===== config.mk =====
export PLATFORM = sky130hd
export DESIGN_NAME = bmdc_ctrl
export DESIGN_NICKNAME = d
export VERILOG_FILES = /design/src/rtl/bmdc_step_timer.v /design/src/rtl/bmdc_ctrl.v
export VERILOG_INCLUDE_DIRS = /design/src /design/src/pkg
export SDC_FILE = /design/constraint.sdc
export NUM_CORES = 1
export LEC_CHECK = 0
export BUFFER_PORTS_ARGS = -buffer_cell sky130_fd_sc_hd__buf_2
export CORE_ASPECT_RATIO = 1.4
export CORE_MARGIN = 2
export CORE_UTILIZATION = 50
export DETAILED_ROUTE_END_ITERATION = 16
export PLACE_DENSITY = 0.71
export SETUP_SLACK_MARGIN = 0.2
export SLEW_MARGIN = 20
export SYNTH_ARGS = -nofsm -noshare
export SYNTH_HDL_FRONTEND = slang
export SYNTH_SLANG_ARGS = --single-unit

===== constraint.sdc =====
create_clock -name ref_clk -period 3.75 [get_ports ref_clk]
set_input_delay 0.1875 -clock ref_clk [delete_from_list [all_inputs] [get_ports ref_clk]]
set_output_delay 0.1875 -clock ref_clk [all_outputs]
set_load 0.02 [all_outputs]

===== src/pkg/bmdc_map.vh =====
// register map, field positions, reset values and timing counts of the mode/dvm block
`ifndef BMDC_MAP_VH
`define BMDC_MAP_VH

// register addresses on the serial register port
`define BMDC_ADDR_MODE 8'h04
`define BMDC_ADDR_DVM 8'h05
`define BMDC_ADDR_CORE 8'h06
`define BMDC_ADDR_RAMP 8'h07

// reset values
`define BMDC_RST_MODE 8'hb0
`define BMDC_RST_DVM 8'h40
`define BMDC_RST_CORE 8'h14
`define BMDC_RST_RAMP 8'h06

// writable bit masks, reserved bits read zero
`define BMDC_WMASK_MODE 8'hff
`define BMDC_WMASK_DVM 8'hc7
`define BMDC_WMASK_CORE 8'h1f
`define BMDC_WMASK_RAMP 8'h07

// converter_mode_phase fields
`define BMDC_PH2_HI 7
`define BMDC_PH2_LO 6
`define BMDC_PH3_HI 5
`define BMDC_PH3_LO 4
`define BMDC_LOW_RIPPLE 3
`define BMDC_FFF_TWO 2
`define BMDC_FFF_ONE 1
`define BMDC_FFF_THREE 0

// dvm_trigger_discharge fields
`define BMDC_GO 7
`define BMDC_PIN_SEL 6
`define BMDC_DIS_TWO 2
`define BMDC_DIS_ONE 1
`define BMDC_DIS_THREE 0

// core_voltage_code fields; bits 3 and 1 of the default copy the select pin
`define BMDC_CORE_HI 4
`define BMDC_CORE_PIN_B3 3
`define BMDC_CORE_PIN_B1 1

// ramp code field and its immediate code
`define BMDC_RAMP_HI 2
`define BMDC_RAMP_IMMEDIATE 3'h7

// one code step is 25 mV; slowest rate 0.15 mV/us gives 166666 ns per step
`define BMDC_STEP_MV 25
`define BMDC_STEP_NS_SLOWEST 166666
`define BMDC_CLK_MHZ 250
// 41666 cycles, sized to the 16-bit step timer so no parameter is cut silently
`define BMDC_STEP_CYC_SLOWEST 16'ha2c2

`endif


===== src/rtl/bmdc_step_timer.v =====
// step interval timer for the core rail voltage ramp
`timescale 1ns/1ps
`default_nettype none

module bmdc_step_timer #(
  parameter [15:0] SLOWEST_CYC = 16'd41666 // cycles per step at ramp code 000
) (
  input wire ref_clk, // system clock
  input wire reset_n, // async reset, active low
  input wire run, // ramp in progress
  input wire [2:0] ramp_code, // rate code, each step up halves the interval
  output reg step_tick_ff // one-cycle pulse per code step
);

  reg [15:0] cnt_ff;
  reg [15:0] nxt_cnt;
  reg nxt_tick;
  wire [15:0] interval;

  // rate doubles per code, so the interval is a plain shift
  assign interval = SLOWEST_CYC >> ramp_code;

  always @* begin
    nxt_cnt = 16'h0000;
    nxt_tick = 1'b0;
    if (run) begin
      if (cnt_ff + 16'h0001 >= interval) begin
        nxt_tick = 1'b1;
      end else begin
        nxt_cnt = cnt_ff + 16'h0001;
      end
    end
  end

  always @(posedge ref_clk or negedge reset_n) begin
    if (!reset_n) begin
      cnt_ff <= 16'h0000;
      step_tick_ff <= 1'b0;
    end else begin
      cnt_ff <= nxt_cnt;
      step_tick_ff <= nxt_tick;
    end
  end

endmodule // bmdc_step_timer

`default_nettype wire


===== src/rtl/bmdc_ctrl.v =====
// mode, phase, discharge and core voltage transition control registers
`timescale 1ns/1ps
`default_nettype none
`include "bmdc_map.vh"

module bmdc_ctrl #(
  parameter [15:0] SLOWEST_STEP_CYC = `BMDC_STEP_CYC_SLOWEST // cycles per step, slowest rate
) (
  input wire ref_clk, // system clock, 250 MHz
  input wire reset_n, // async reset, active low
  input wire reg_wr_stb, // one-cycle write strobe from the serial interface
  input wire [7:0] reg_addr, // register address for reads and writes
  input wire [7:0] reg_wdata, // write data
  output reg [7:0] reg_rdata_ff, // read data for reg_addr, one cycle later
  input wire undervoltage_lockout, // supply below lockout level, active high
  input wire buck_one_en, // buck one enabled
  input wire buck_two_en, // buck two enabled
  input wire buck_three_en, // buck three enabled
  input wire warm_reset_pin_n, // warm reset pin, active low
  input wire power_on_reset_output, // power-on reset active, active high
  input wire clock_backup_supply_low, // clock backup supply below threshold
  input wire core_default_select_pin, // core default select strap, high = 1.55 V
  output reg [1:0] buck_one_phase_ff, // phase delay code of buck one, always zero
  output reg [1:0] buck_two_phase_ff, // phase delay code of buck two
  output reg [1:0] buck_three_phase_ff, // phase delay code of buck three
  output reg low_ripple_ff, // light-load mode tuned for low ripple
  output reg [2:0] forced_fixed_freq_ff, // forced pwm, bit0 one, bit1 two, bit2 three
  output reg [2:0] discharge_active_ff, // discharge on, bit0 one, bit1 two, bit2 three
  output reg core_pin_select_ff, // core voltage taken from the select pin
  output reg [4:0] core_rail_output_code_ff, // stepped core voltage code
  output reg dynamic_voltage_transition_ff // transition in progress
);

  // ------------------------------------------------------------------
  // constants
  // ------------------------------------------------------------------
  // the stepped code leaves reset at the unstrapped default; the strap
  // only takes effect through a reload event
  localparam [7:0] RST_CORE = `BMDC_RST_CORE;
  localparam [4:0] RST_CODE = RST_CORE[`BMDC_CORE_HI:0];

  // ------------------------------------------------------------------
  // helpers
  // ------------------------------------------------------------------
  // write only the writable bits, reserved ones stay zero
  function [7:0] masked_write;
    input [7:0] wdata;
    input [7:0] mask;
    begin
      masked_write = wdata & mask;
    end
  endfunction

  // default of the core code with the strap copied in
  function [7:0] core_default;
    input pin;
    begin
      core_default = `BMDC_RST_CORE;
      core_default[`BMDC_CORE_PIN_B3] = pin;
      core_default[`BMDC_CORE_PIN_B1] = pin;
    end
  endfunction

  // one-hot select of the mapped registers, zero when unmapped; shared by
  // the write strobes and the read mux so the two can never disagree
  function [3:0] reg_select;
    input [7:0] addr;
    begin
      if (addr == `BMDC_ADDR_MODE) begin
        reg_select = 4'h1;
      end else if (addr == `BMDC_ADDR_DVM) begin
        reg_select = 4'h2;
      end else if (addr == `BMDC_ADDR_CORE) begin
        reg_select = 4'h4;
      end else if (addr == `BMDC_ADDR_RAMP) begin
        reg_select = 4'h8;
      end else begin
        reg_select = 4'h0;
      end
    end
  endfunction

  // ------------------------------------------------------------------
  // registers
  // ------------------------------------------------------------------
  // reserved bits are masked on every write, so the stored copies
  // read back zero without a separate read mask
  reg [7:0] mode_ff;
  reg [7:0] dvm_ff;
  reg [7:0] core_ff;
  reg [7:0] ramp_ff;
  reg [7:0] nxt_mode;
  reg [7:0] nxt_dvm;
  reg [7:0] nxt_core;
  reg [7:0] nxt_ramp;
  reg [4:0] nxt_step_code;

  wire wr_mode;
  wire wr_dvm;
  wire wr_core;
  wire wr_ramp;
  wire core_reload;
  wire go;
  wire immediate;
  wire at_target;
  wire step_tick;
  wire [4:0] target_code;

  wire [3:0] reg_hit;
  assign reg_hit = reg_select(reg_addr);
  assign wr_mode = reg_wr_stb && reg_hit[0];
  assign wr_dvm = reg_wr_stb && reg_hit[1];
  assign wr_core = reg_wr_stb && reg_hit[2];
  assign wr_ramp = reg_wr_stb && reg_hit[3];

  // any of the five events reloads the core code default
  assign core_reload = undervoltage_lockout || (!buck_one_en && !buck_three_en) ||
                       !warm_reset_pin_n || power_on_reset_output ||
                       clock_backup_supply_low;

  // strap-dependent default, shared by every reload path
  wire [7:0] core_dflt;
  assign core_dflt = core_default(core_default_select_pin);

  assign go = dvm_ff[`BMDC_GO];
  assign target_code = core_ff[`BMDC_CORE_HI:0];
  assign immediate = (ramp_ff[`BMDC_RAMP_HI:0] == `BMDC_RAMP_IMMEDIATE);
  assign at_target = (core_rail_output_code_ff == target_code);

  // ------------------------------------------------------------------
  // ramp timing
  // ------------------------------------------------------------------
  // timer restarts whenever the ramp pauses, so a new transition always
  // waits a full interval before its first step
  // limitation: below 64 the fastest codes shift the interval to zero and
  // then all of them step every cycle
  bmdc_step_timer #(
    .SLOWEST_CYC(SLOWEST_STEP_CYC)
  ) u_step_timer (
    .ref_clk(ref_clk),
    .reset_n(reset_n),
    .run(go && !at_target && !immediate && !undervoltage_lockout),
    .ramp_code(ramp_ff[`BMDC_RAMP_HI:0]),
    .step_tick_ff(step_tick)
  );

  // ------------------------------------------------------------------
  // next-state of the register file
  // ------------------------------------------------------------------
  // later assignments win: ramp self-clear, then host writes, then reload
  // events, and lockout last since it must override everything
  always @* begin
    nxt_mode = mode_ff;
    nxt_dvm = dvm_ff;
    nxt_core = core_ff;
    nxt_ramp = ramp_ff;
    nxt_step_code = core_rail_output_code_ff;

    // trigger done: the code reached the target, not the rail settled
    if (go && at_target) begin
      nxt_dvm[`BMDC_GO] = 1'b0;
    end
    if (go && !at_target) begin
      if (immediate) begin
        nxt_step_code = target_code;
        nxt_dvm[`BMDC_GO] = 1'b0;
      end else if (step_tick) begin
        if (core_rail_output_code_ff < target_code) begin
          nxt_step_code = core_rail_output_code_ff + 5'h01;
        end else begin
          nxt_step_code = core_rail_output_code_ff - 5'h01;
        end
      end
    end

    // host writes land after the self-clear, so a new trigger is not lost
    if (wr_mode) begin
      nxt_mode = masked_write(reg_wdata, `BMDC_WMASK_MODE);
    end
    if (wr_dvm) begin
      nxt_dvm = masked_write(reg_wdata, `BMDC_WMASK_DVM);
    end
    if (wr_core) begin
      nxt_core = masked_write(reg_wdata, `BMDC_WMASK_CORE);
    end
    if (wr_ramp) begin
      nxt_ramp = masked_write(reg_wdata, `BMDC_WMASK_RAMP);
    end

    if (core_reload) begin
      nxt_core = core_dflt;
      if (!go) begin
        nxt_step_code = core_dflt[`BMDC_CORE_HI:0];
      end
    end
    if (undervoltage_lockout) begin
      nxt_mode = `BMDC_RST_MODE;
      nxt_dvm = `BMDC_RST_DVM;
      nxt_ramp = `BMDC_RST_RAMP;
      nxt_step_code = core_dflt[`BMDC_CORE_HI:0];
    end
  end

  always @(posedge ref_clk or negedge reset_n) begin
    if (!reset_n) begin
      mode_ff <= `BMDC_RST_MODE;
      dvm_ff <= `BMDC_RST_DVM;
      core_ff <= `BMDC_RST_CORE;
      ramp_ff <= `BMDC_RST_RAMP;
      core_rail_output_code_ff <= RST_CODE;
    end else begin
      mode_ff <= nxt_mode;
      dvm_ff <= nxt_dvm;
      core_ff <= nxt_core;
      ramp_ff <= nxt_ramp;
      core_rail_output_code_ff <= nxt_step_code;
    end
  end

  // ------------------------------------------------------------------
  // converter controls
  // ------------------------------------------------------------------
  // discharge only matters while a converter is off; the enable is sampled
  // here, so a converter that turns off starts discharging one cycle later
  wire [2:0] conv_en;
  wire [2:0] dis_bits;
  assign conv_en = {buck_three_en, buck_two_en, buck_one_en};
  assign dis_bits = {dvm_ff[`BMDC_DIS_THREE], dvm_ff[`BMDC_DIS_TWO], dvm_ff[`BMDC_DIS_ONE]};

  genvar gi;
  generate
    for (gi = 0; gi < 3; gi = gi + 1) begin : g_discharge
      always @(posedge ref_clk or negedge reset_n) begin
        if (!reset_n) begin
          discharge_active_ff[gi] <= 1'b0;
        end else begin
          discharge_active_ff[gi] <= dis_bits[gi] && !conv_en[gi];
        end
      end
    end
  endgenerate

  // every port comes straight from a flop, at the cost of one cycle
  always @(posedge ref_clk or negedge reset_n) begin
    if (!reset_n) begin
      buck_one_phase_ff <= 2'h0;
      buck_two_phase_ff <= 2'h0;
      buck_three_phase_ff <= 2'h0;
      low_ripple_ff <= 1'b0;
      forced_fixed_freq_ff <= 3'h0;
      core_pin_select_ff <= 1'b0;
      dynamic_voltage_transition_ff <= 1'b0;
    end else begin
      buck_one_phase_ff <= 2'h0;
      buck_two_phase_ff <= mode_ff[`BMDC_PH2_HI:`BMDC_PH2_LO];
      buck_three_phase_ff <= mode_ff[`BMDC_PH3_HI:`BMDC_PH3_LO];
      low_ripple_ff <= mode_ff[`BMDC_LOW_RIPPLE];
      forced_fixed_freq_ff <= {mode_ff[`BMDC_FFF_THREE], mode_ff[`BMDC_FFF_TWO],
                               mode_ff[`BMDC_FFF_ONE]};
      core_pin_select_ff <= dvm_ff[`BMDC_PIN_SEL];
      dynamic_voltage_transition_ff <= go;
    end
  end

  // ------------------------------------------------------------------
  // read side
  // ------------------------------------------------------------------
  // reads need no strobe; data trails the address by one edge
  always @(posedge ref_clk or negedge reset_n) begin
    if (!reset_n) begin
      reg_rdata_ff <= 8'h00;
    end else if (reg_hit[0]) begin
      reg_rdata_ff <= mode_ff;
    end else if (reg_hit[1]) begin
      reg_rdata_ff <= dvm_ff;
    end else if (reg_hit[2]) begin
      reg_rdata_ff <= core_ff;
    end else if (reg_hit[3]) begin
      reg_rdata_ff <= ramp_ff;
    end else begin
      reg_rdata_ff <= 8'h00;
    end
  end

endmodule // bmdc_ctrl

`default_nettype wire


==> impl_results.md <==
* Die ar. at 8180 um2
* Synth Register Bits at 64
* Share of cells above drive strength 1 at 23.7%
* Min Tclk post-route at 3.06 ns
* Later-pin clock latency in the skew report at 0.33 ns
* R2R Setup Slk at 0.69 ns
* Gate power share at 7.9%
* Post-CTS Resized at 0
* Final WL at 8300 um
* Vias in the first global route at 2865
* Cell row count at 37
* Drt first-iter violations at 123
* Worst path arrival time at 3.31 ns
* CP Class: flip-flop to flip-flop
* Mux share of post-synthesis cell area at 9.05%
* Inserted Clock Buffers at 9
* Clock-pin transition on the worst setup and hold timing paths at 0.07 ns
* Cell Area, Synth at 3730 um2
* Initial antenna violation count at 0
* Run status: completed
* Post-synthesis compound-gate area fraction at 10.7%
* Reg2reg end: core_rail_output_code_ff[4]
* Async S/R FF share, synth at 100%
* XOR/XNOR Fraction of Synth Area at 3.75%
* RSZ-0062 raised after global routing: no
* Clk root buf: clkbuf_8
* DRT antenna net count at 0
* Vias at 2844
* Synthesis-to-layout area growth at 14.5%
* Peak supply drop at 0.277 mV
* Final Util at 58.4%
* Core area at 7310 um2
* Total overflow reported by the global router at 0
* CTS tree: done
* Reg2reg start: core_ff[4]
* Syn. warnings at 0
* Pwr dens at 330 nW/um2
* Fmax at 327 MHz
* R2r worst-path depth at 11
* Crit path from: core_ff[4]
* Element type at the critical path start: flip-flop
* Max-Cap Viols at 0
* # fillers at 667
* Leak at 2.08 nW
* Die Ht at 106 um
* Reg area at 1610 um2
* Via/cell ratio at 5.52
* Post-Synthesis Cells at 357
* Hold path depth at 2
* Hold Violations, Final at 0
* Area occupied by multi-input gates at 1970 um2
* Post-DP HPWL at 6200 um
* Overall global routing resource usage at 22.0%
* Final TNS setup at 0 ns
* Clock power frac at 42.5%
* Total power draw at 1.41 mW
* Die width at 77.0 um
* Post-synth EDFFs at 0
* Drt pass-1 iters at 4
* Worst Clk Skew at 0.00598 ns
* Initial Util at 51.0%
* Largest family of logic cells by synthesized area: simple AND/OR/NAND/NOR gates
* Clock buffer depth at 2
* Wire length per cell at 16.1 um
* I/O pin count at 55
* Final nets at 470
* Register area share after synthesis at 43.2%
* H-tree Lvls at 3
* Int Power at 1.08 mW
* Syn Area/Cell at 10.5 um2
* Slew Viols, Final at 0
* Total clock sinks at 64
* Slew headroom at 25.6%
* Yosys cell types at 59
* Drt drc at 0
* Post-Synth Simple-Gate Area at 18.8%
* # port buffers at 52
* Slew @ Worst Pin at 1.11 ns
* Worst hold path type: primary input to flip-flop
* Sw frac at 23.3%
* First-pass GRT wire length at 14100 um
* Hold Path End: discharge_active_ff[0]
* P_sw at 329 uW
* Adder-Cell Fraction of Synth Area at 10.3%
* Largest net degree at the start of global routing at 38
* Hold wc startpoint: buck_one_en
* Worst EP required at 4.00 ns
* N_diodes at 0
* # setup viols final at 0
* Crit Path Max Fanout at 5
* Synth Flop Type: dfrtp_1
* Worst hold slack at 0.0409 ns
* Reg power frac at 49.6%
* Crit. End Element: flip-flop
* Final Cycle Share at 81.5%
* GPL Wtd Cong at 0.948
-- cell usage in the layout, fill, tap and decap left out, types with 2 or more instances in the layout --
master	count
o21ai_0	3
dlygate4sd3_1	2
a21oi_1	23
and2b_2	3
mux4_2	3
a21o_1	3
nand2b_1	8
nor3_4	2
nand3_1	6
dfrtp_1	54
clkbuf_8	11
nor3_1	8
a31oi_1	2
o21ai_1	2
o21a_1	2
a211oi_1	10
and3_1	2
xor2_1	7
nand2_1	35
buf_2	52
nor2_1	26
conb_1	2
xnor2_1	9
nor2b_1	5
and4_1	2
ha_1	29
nand4_1	8
inv_1	18
nor4_2	2
nor4_1	2
dfstp_2	10
or2_2	2
clkbuf_1	2
o211ai_1	6
buf_4	3
mux2i_1	27
-- worst max-delay path: stages, from the launching register on --
cell and delay [ns]:
dfstp_2 0.54, inv_1 0.06, ha_1 0.29, nand4_1 0.16, o221ai_1 0.50, inv_1 0.12, fa_1 0.41, nand2b_1 0.16
a21oi_1 0.15, xnor2_1 0.16, and4b_1 0.22, o31ai_1 0.22
-- registers in the layout (all words and copies together), names as in the netlist --
name / cells
u_step_timer.cnt_ff: 16
mode_ff: 8
reg_rdata_ff: 8
core_ff: 5
core_rail_output_code_ff: 5
dvm_ff: 5
discharge_active_ff: 3
forced_fixed_freq_ff: 3
ramp_ff: 3
buck_three_phase_ff: 2
buck_two_phase_ff: 2
core_pin_select_ff: 1
dynamic_voltage_transition_ff: 1
low_ripple_ff: 1
u_step_timer.step_tick_ff: 1
-- worst max-delay path by stage --
stage                                             end  slack (ns)  cells after the start
after floorplan           core_rail_output_code_ff[4]        0.99                     11
after global placement    core_rail_output_code_ff[4]        0.81                     11
after detailed placement  core_rail_output_code_ff[4]        0.70                     11
after CTS                 core_rail_output_code_ff[4]        0.71                     11
after global routing           u_step_timer.cnt_ff[3]        0.43                      9
final                     core_rail_output_code_ff[4]        0.69                     11
-- timing repair --
| action | in CTS | in global routing |
|---|---|---|
| hold buffers | 2 | 0 |
| setup buffers | 0 | 0 |
| setup endpoints to repair | 0 | 0 |
| hold endpoints to repair | 23 | 0 |
-- final cells by class --
class / instances / area share (%)
Multi-Input combinational cell: 263 / 46.0
Sequential cell: 64 / 37.8
Timing Repair Buffer: 57 / 7.08
Clock buffer: 13 / 3.72
Tap cell: 97 / 2.84
Inverter: 18 / 1.58
Clock inverter: 3 / 0.995
-- kinds of logic (layout without fill, tap and decap cells) --
kind of cell | count (synthesis) | count (layout)
simple gates | 124 | 124
flops | 64 | 64
buf+inv | 31 | 91
mux | 30 | 30
other cells | 1 | 2
fa+ha+maj | 30 | 30
xor+xnor | 16 | 16
compound gates | 61 | 61
-- metal layers --
metal  vias to the layer above  global-route usage (%)  share of wire (%)
met2                        61                    37.7                 53
met4                         0                    6.76                1.1
li1                       1381                       -                  -
met5                         -                       0                  0
met1                      1393                    28.1                 42
met3                         9                    4.41                3.1
-- synthesized netlist by cell type (all sizes together) (2+ instances only) --
master / count / area share [%]
a21o: 3 / 0.60
mux2i: 27 / 7.2
nor4b: 2 / 0.87
or2: 3 / 0.50
a211oi: 10 / 2.0
nand3: 6 / 0.80
nor2b: 5 / 0.84
xor2: 7 / 1.6
ha: 29 / 9.7
a31oi: 2 / 0.34
nand2b: 8 / 1.3
nor3: 10 / 1.9
and4: 2 / 0.47
dfstp: 10 / 7.0
and2b: 3 / 0.70
o21a: 2 / 0.40
a21oi: 23 / 3.1
nor3b: 2 / 0.54
nand2: 35 / 3.5
o21ai: 6 / 0.91
or3: 2 / 0.47
nor4: 4 / 1.0
clkbuf: 6 / 0.60
o211ai: 6 / 1.2
buf: 7 / 1.7
xnor2: 9 / 2.1
and2: 2 / 0.40
inv: 18 / 1.8
dfrtp: 54 / 36
nand4: 8 / 1.3
mux4: 3 / 1.8
and3: 2 / 0.34
nor2: 26 / 2.6
-- power groups by stage --
stage                     Combinational [mW]  Sequential (mW)  Clock (mW)
after floorplan                       0.0637            0.712           0
after global placement                 0.110            0.711           0
after detailed placement               0.111            0.711           0
after CTS                              0.113            0.699       0.612
after global routing                   0.126            0.698       0.651
final                                  0.112            0.699       0.599
-- through the flow --
step | std cells | area, um2 | setup slack (ns)
2_1_floorplan | 358 | 3740 | 0.987
3_3_place_gp | 497 | 4050 | 0.807
3_5_place_dp | 497 | 4050 | 0.702
4_1_cts | 515 | 4270 | 0.710
5_1_grt | 515 | 4270 | 0.431
6_report | 515 | 4270 | 0.692
No activity file was read; power rests on OpenSTA's default activity.
